--- config.mk ---
export PLATFORM = sky130hd
export DESIGN_NAME = lsr_receiver
export DESIGN_NICKNAME = d
export VERILOG_FILES = /design/src/inc/lsr_pkg.sv /design/src/core/lsr_fifo.sv /design/src/core/lsr_receiver.sv
export VERILOG_INCLUDE_DIRS = /design/src /design/src/inc
export SDC_FILE = /design/constraint.sdc
export NUM_CORES = 1
export LEC_CHECK = 0
export ABC_AREA = 1
export CAP_MARGIN = 15
export CORE_MARGIN = 3
export CORE_UTILIZATION = 45
export CTS_BUF_LIST = sky130_fd_sc_hd__clkbuf_8 sky130_fd_sc_hd__clkbuf_16
export DETAILED_ROUTE_END_ITERATION = 7
export DONT_BUFFER_PORTS = 1
export SLEW_MARGIN = 0
export SYNTH_ARGS = -nofsm -noshare
export SYNTH_HDL_FRONTEND = slang
export SYNTH_SLANG_ARGS = --single-unit
--- constraint.sdc ---
create_clock -name mclk -period 5.1 [get_ports mclk]
set_input_delay 1.53 -clock mclk [delete_from_list [all_inputs] [get_ports mclk]]
set_output_delay 1.53 -clock mclk [all_outputs]
set_load 0.05 [all_outputs]
--- src/inc/lsr_defines.svh ---
`ifndef LSR_DEFINES_SVH
`define LSR_DEFINES_SVH
// Payload bits after the leading zero
`define LSR_FRAME_BITS 32
`define LSR_FIFO_DEPTH 32
// Busy time after a load pulse, in ns, and clock period in ns
`define LSR_BUSY_NS 8000
`define LSR_CLK_NS 10
`define LSR_BUSY_CYC ((`LSR_BUSY_NS + `LSR_CLK_NS - 1) / `LSR_CLK_NS)
// Master backplane divider: cycles between output toggles
`define LSR_BP_DIV 4096
`endif

--- src/inc/lsr_pkg.sv ---
package lsr_pkg;
  typedef enum logic [1:0] {LSR_IDLE, LSR_SHIFT, LSR_BAD} lsr_state_t;
  typedef struct packed {
    logic clk;
    logic dat;
    logic len;
  } lsr_bus_t;
endpackage : lsr_pkg

--- src/core/lsr_fifo.sv ---
`timescale 1ns/1ps
module lsr_fifo #(
  parameter int WIDTH = 32,
  parameter int DEPTH = 32
) (
  input wire logic mclk,
  input wire logic reset,
  input wire logic in_valid,
  output logic in_ready,
  input wire logic [WIDTH-1:0] in_data,
  output logic out_valid,
  input wire logic out_ready,
  output logic [WIDTH-1:0] out_data
);
  localparam int AW = $clog2(DEPTH);
  logic [WIDTH-1:0] mem [DEPTH];
  logic [AW-1:0] wp_r, rp_r;
  logic [AW:0] cnt_r;
  wire push = in_valid && in_ready;
  wire pop = out_valid && out_ready;
  assign in_ready = (cnt_r != (AW+1)'(DEPTH));
  assign out_valid = (cnt_r != '0);
  assign out_data = mem[rp_r];
  always_ff @(posedge mclk) begin
    if (push) mem[wp_r] <= in_data;
  end
  always_ff @(posedge mclk or posedge reset) begin
    if (reset) begin
      wp_r <= '0;
      rp_r <= '0;
      cnt_r <= '0;
    end else begin
      if (push) wp_r <= wp_r + 1'b1;
      if (pop) rp_r <= rp_r + 1'b1;
      cnt_r <= cnt_r + (AW+1)'(push) - (AW+1)'(pop);
    end
  end
endmodule : lsr_fifo

--- src/core/lsr_receiver.sv ---
`timescale 1ns/1ps
`include "lsr_defines.svh"
// Summary of operation
// A transfer whose first bit is not zero is invalid.
// A transfer whose bit count differs from the frame length is invalid.
// A change of data while the shift clock is high during a transfer makes it invalid.
// A shift-clock pulse while load-enable is low is the load condition.
// A failed transfer leaves the segment outputs unchanged at the load.
// After a rejected transfer the receiver is idle and ready at once.
// The controller waits 8 us after a load pulse before the next transfer.
// With the timing pin low the backplane is an input and timing follows it.
// Bits shift in while load-enable is high; a valid load copies them out.
module lsr_receiver #(
  parameter int NBITS = `LSR_FRAME_BITS,
  parameter int BP_DIV = `LSR_BP_DIV
) (
  input wire logic mclk,
  input wire logic reset,
  input wire lsr_pkg::lsr_bus_t three_line_serial_bus,
  input wire logic rc_timing_pin,
  input wire logic backplane_in,
  output logic backplane_output,
  output logic backplane_oe,
  output logic [NBITS-1:0] segment_out,
  output logic frame_error
);
  import lsr_pkg::*;
  localparam int CW = $clog2(NBITS + 2);
  localparam int BW = $clog2(BP_DIV + 1);

  lsr_bus_t s1_r, s2_r, s3_r;
  logic tm1_r, tm2_r, bp1_r, bp2_r;
  always_ff @(posedge mclk or posedge reset) begin
    if (reset) begin
      s1_r <= '0;
      s2_r <= '0;
      s3_r <= '0;
      {tm1_r, tm2_r, bp1_r, bp2_r} <= '0;
    end else begin
      s1_r <= three_line_serial_bus;
      s2_r <= s1_r;
      s3_r <= s2_r;
      {tm1_r, tm2_r} <= {rc_timing_pin, tm1_r};
      {bp1_r, bp2_r} <= {backplane_in, bp1_r};
    end
  end

  wire clk_rise = s2_r.clk && !s3_r.clk;
  wire clk_high = s2_r.clk;
  wire len_rise = s2_r.len && !s3_r.len;
  wire len_fall = !s2_r.len && s3_r.len;
  wire dat_edge = s2_r.dat != s3_r.dat;
  wire load_cond = clk_rise && !s2_r.len;

  lsr_state_t state_r, state_nxt;
  logic [CW-1:0] cnt_r;
  logic [NBITS-1:0] shreg_r;
  logic lz_ok_r;

  wire frame_ok = lz_ok_r && (cnt_r == CW'(NBITS + 1));
  wire disturb = (state_r == LSR_SHIFT) && clk_high && dat_edge;
  wire load_ok = load_cond && (state_r == LSR_SHIFT) && frame_ok && !disturb;

  always_comb begin
    state_nxt = state_r;
    unique case (state_r)
      LSR_IDLE: if (len_rise) state_nxt = LSR_SHIFT;
      LSR_SHIFT: begin
        if (disturb) state_nxt = LSR_BAD;
        else if (len_fall && !frame_ok) state_nxt = LSR_BAD;
        else if (load_cond) state_nxt = LSR_IDLE;
      end
      LSR_BAD: if (load_cond || len_rise) state_nxt = len_rise ? LSR_SHIFT : LSR_IDLE;
      default: state_nxt = LSR_IDLE;
    endcase
  end

  always_ff @(posedge mclk or posedge reset) begin
    if (reset) state_r <= LSR_IDLE;
    else state_r <= state_nxt;
  end

  always_ff @(posedge mclk or posedge reset) begin
    if (reset) begin
      cnt_r <= '0;
      lz_ok_r <= 1'b0;
      shreg_r <= '0;
    end else if (state_r != LSR_SHIFT && len_rise) begin
      cnt_r <= '0;
      lz_ok_r <= 1'b0;
    end else if (state_r == LSR_SHIFT && clk_rise && s2_r.len) begin
      if (cnt_r == '0) lz_ok_r <= !s2_r.dat;
      else shreg_r <= {shreg_r[NBITS-2:0], s2_r.dat};
      if (cnt_r != '1) cnt_r <= cnt_r + 1'b1;
    end
  end

  // Accepted frames queue here; the output latch drains one per busy time
  logic fq_ready, fq_valid, fq_pop;
  logic [NBITS-1:0] fq_data;
  lsr_fifo #(.WIDTH(NBITS), .DEPTH(`LSR_FIFO_DEPTH)) u_fifo (
    .mclk(mclk),
    .reset(reset),
    .in_valid(load_ok),
    .in_ready(fq_ready),
    .in_data(shreg_r),
    .out_valid(fq_valid),
    .out_ready(fq_pop),
    .out_data(fq_data)
  );

  localparam int BUSY = `LSR_BUSY_CYC;
  logic [$clog2(BUSY+1)-1:0] busy_r;
  assign fq_pop = fq_valid && (busy_r == '0);
  always_ff @(posedge mclk or posedge reset) begin
    if (reset) begin
      segment_out <= '0;
      busy_r <= '0;
      frame_error <= 1'b0;
    end else begin
      frame_error <= (state_nxt == LSR_BAD) || (load_ok && !fq_ready);
      if (fq_pop) begin
        segment_out <= fq_data;
        busy_r <= ($clog2(BUSY+1))'(BUSY);
      end else if (busy_r != '0) busy_r <= busy_r - 1'b1;
    end
  end

  // Cycles since the last latch update, saturating at the busy time
  logic [$clog2(BUSY+1)-1:0] gap_r;
  always_ff @(posedge mclk or posedge reset) begin
    if (reset) gap_r <= ($clog2(BUSY+1))'(BUSY);
    else if (fq_pop) gap_r <= '0;
    else if (gap_r != ($clog2(BUSY+1))'(BUSY)) gap_r <= gap_r + 1'b1;
  end

  // Backplane: master divides its clock, slave follows the synced input
  wire slave = !tm2_r;
  logic [BW-1:0] div_r;
  always_ff @(posedge mclk or posedge reset) begin
    if (reset) begin
      div_r <= '0;
      backplane_output <= 1'b0;
      backplane_oe <= 1'b0;
    end else begin
      backplane_oe <= !slave;
      if (slave) begin
        backplane_output <= bp2_r;
        div_r <= '0;
      end else if (div_r == BW'(BP_DIV - 1)) begin
        div_r <= '0;
        backplane_output <= !backplane_output;
      end else div_r <= div_r + 1'b1;
    end
  end
endmodule : lsr_receiver

==> flow_summary.ini <==
[die]
initial_utilization_pct = 45.6
coreArea_sq_um = 106000
rows = 119
die_area_sq_um = 111000
die_w_um = 334
pin_count = 42
die_y_um = 334

[critical_path]
cp-start-kind = flip-flop
cp.required_ns = 5.48
arrival_ns = 3.84
crit_type = flip-flop to flip-flop
end_kind = flip-flop
cp_max_fo = 21
slowest_delay_ns = 0.97
r2r_cells = 10
worstPathCellList = inv_1 > ha_1 > nand3_1 > nor2_1 > nand2_1 > nor3_2 > buf_4 > nand2_1 > nor2_4 > buf_4
slowest_stage = nor2_4

[detailed_routing]
dr.pass1.iters = 5
wl_um = 128000
num_vias = 31400
drc = 0
routedWlPerCell_um = 21.4
drt-initial-drc-count = 3247
via_per_inst = 5.24
ant_nets = 0

[clocking]
clkSinkCount = 1152
cts-hold-fix-buffers = 0
path_clk_slew_ns = 0.06
cts_made_buffers = 117
cts-resized-gates = 0
cts_setup_buffers = 0
clk_latency_ns = 0.71
htree_levels = 3
root_buffer = clkbuf_16
clock_path_buffers = 3
cts_tree = yes

[grt]
grt_pass1_vias = 30000
antenna_found_initial = 3
track_usage_pct = 23.0
grt_max_degree = 156
grt_pass1_wl_um = 192000
overflow = 0

[place]
place_inst = 5762
port_buffers = 0
gp_congestion = 0.813
pre_cts_slack_ns = 1.65
dp_hpwl_um = 71600

[logic_synthesis]
synthTopCellsByArea = edfxtp_1 64%, nand2_1 11%, dfrtp_1 6.6%
ys_ff_latch = 1152
syn_area_per_cell_sq_um = 10.7
synth_cell_types = 31
syn-cell-area_sq_um = 48300
synthesis.nets = 4530
synth_top_area_cell = edfxtp_1
yosysTopAreaCellShare_pct = 63.6
syn-instance-count = 4502
synth_warnings = 0
ys_seq_area_share_pct = 70.2

[layout]
final_cell_mix = 1478 x nand2_1, 1024 x edfxtp_1, 639 x nand3_1
final.fill_count = 9311
multi_input_area_sq_um = 11500
area_growth_pct = 11.7
regArea_sq_um = 34000
layout.nets = 4526
layout_commonest_cell = nand2_1
layout-drive-gt1-share_pct = 7.43
final_cells = 5994

[min_path]
hold_depth = 0
holdCritPathClass = flip-flop to flip-flop

[timing]
setup_slack_ns = 1.64
finalCritPeriodShare_pct = 67.8
rsz0062_at_grt = false
slew_violations = 0
hold_viol_final = 0
fin_tns_setup_ns = 0
fmax_mhz = 289
tightest_slew_ns = 1.21
min_period_ns = 3.46
fin_skew_ns = 0.0259
finalSetupViolCount = 0
slew_headroom_pct = 19.1

[power_and_ir_drop]
leakage_nw = 22.0
p_per_area_nw_per_um2 = 375
max-vdd-ir-drop_mv = 0.301

[flow_run]
drv_cap = 0

[run_status]
status = finished clean
cell type report:
cell class	count	share of cell area [%]
multi-input cells	2619	21.3
repair buffers	105	2.02
well taps	1391	3.22
diodes	1	0.00463
inverters	503	3.54
clock inverters	92	1.17
clock buffers	131	5.86
flip-flops and latches	1152	62.9
per-layer routing:
layer	wire (um)	vias to the layer above	GRT usage, %	part of all wire (%)
met1	55400	15200	32.3	43
li1	-	14800	-	-
met2	57000	1119	34.8	44
met5	41	-	0	0.032
met3	11400	223	5.91	8.9
met4	4610	6	7.98	3.6
path summary, 6_finish.rpt:
path / startpoint / endpoint / slack, ns
worst max-delay path: cnt_r[1] / u_fifo.mem[0][8] / 1.64
worst min-delay path: bp1_r / bp2_r / 0.35
worst max register to register: cnt_r[1] / u_fifo.mem[0][8] / 1.64
worst min register to register: bp1_r / bp2_r / 0.35
max in group asynchronous: reset / div_r[0] / 3.31
min in group asynchronous: reset / div_r[10] / 0.81
metrics by stage:
stage	hold slack (ns)	util, %	cell area [sq um]	total power (W)
2_1_floorplan	0.331	-	48300	0.0115
3_3_place_gp	0.333	47.1	50000	0.0120
3_5_place_dp	0.337	47.2	50000	0.0120
4_1_cts	0.355	50.7	53800	0.0203
5_1_grt	0.364	50.9	54000	0.0208
6_report	0.352	50.9	54000	0.0202
cells in the mapped netlist:
cell	count
nand2_1	1480
edfxtp_1	1024
nand3_1	639
inv_1	497
nor2_1	265
dfrtp_1	128
clkbuf_1	96
a21oi_1	88
buf_2	71
o21ai_0	69
buf_6	34
ha_1	20
xor2_1	20
buf_4	15
nor3_1	13
buf_1	11
nand4_1	8
inv_2	5
xnor2_1	3
nand3_2	2
nor2_4	2
nor3_2	2
or2_2	2
buf_8	1
clkinv_1	1
fa_1	1
mux2_2	1
nand2_2	1
nor3b_1	1
o21ai_2	1
o32ai_1	1
cell families (layout without fill, tap and decap cells):
family	count (synthesis)	after routing	synth area share, %
flops	1152	1152	70.2
mux	1	1	0.0233
compound gates	159	159	1.66
fa+ha+maj	21	21	0.559
simple gates	2415	2415	20.6
buf+inv	731	831	6.53
xor+xnor	23	23	0.417
other cells	0	1	0
flip-flops by register name, indices dropped and copies added (netlist names), 3 cells and up:
register and count:
u_fifo.wp_r 5, div_r 13, u_fifo.rp_r 5, shreg_r 32, s3_r 3, busy_r 10
segment_out 32, s1_r 3, cnt_r 6, u_fifo.mem 1024, u_fifo.cnt_r 6
worst max-delay path, delay by kind of cell, from the launching register on:
kind	cells	cell delay, ns
buffers and inverters	3	0.69
AND/OR/NAND/NOR	6	1.89
flip-flops	1	0.40
adder cells (fa/ha/maj)	1	0.15
power breakdown:
part | leakage [nW] | internal (W) | switching, W
Combinational | 9.46 | 0.000140 | 0.000557
Clock | 1.99 | 0.00478 | 0.00362
Sequential | 10.5 | 0.0109 | 0.000270
Total | 22.0 | 0.0158 | 0.00445
No activity file was read; power rests on OpenSTA's default activity.
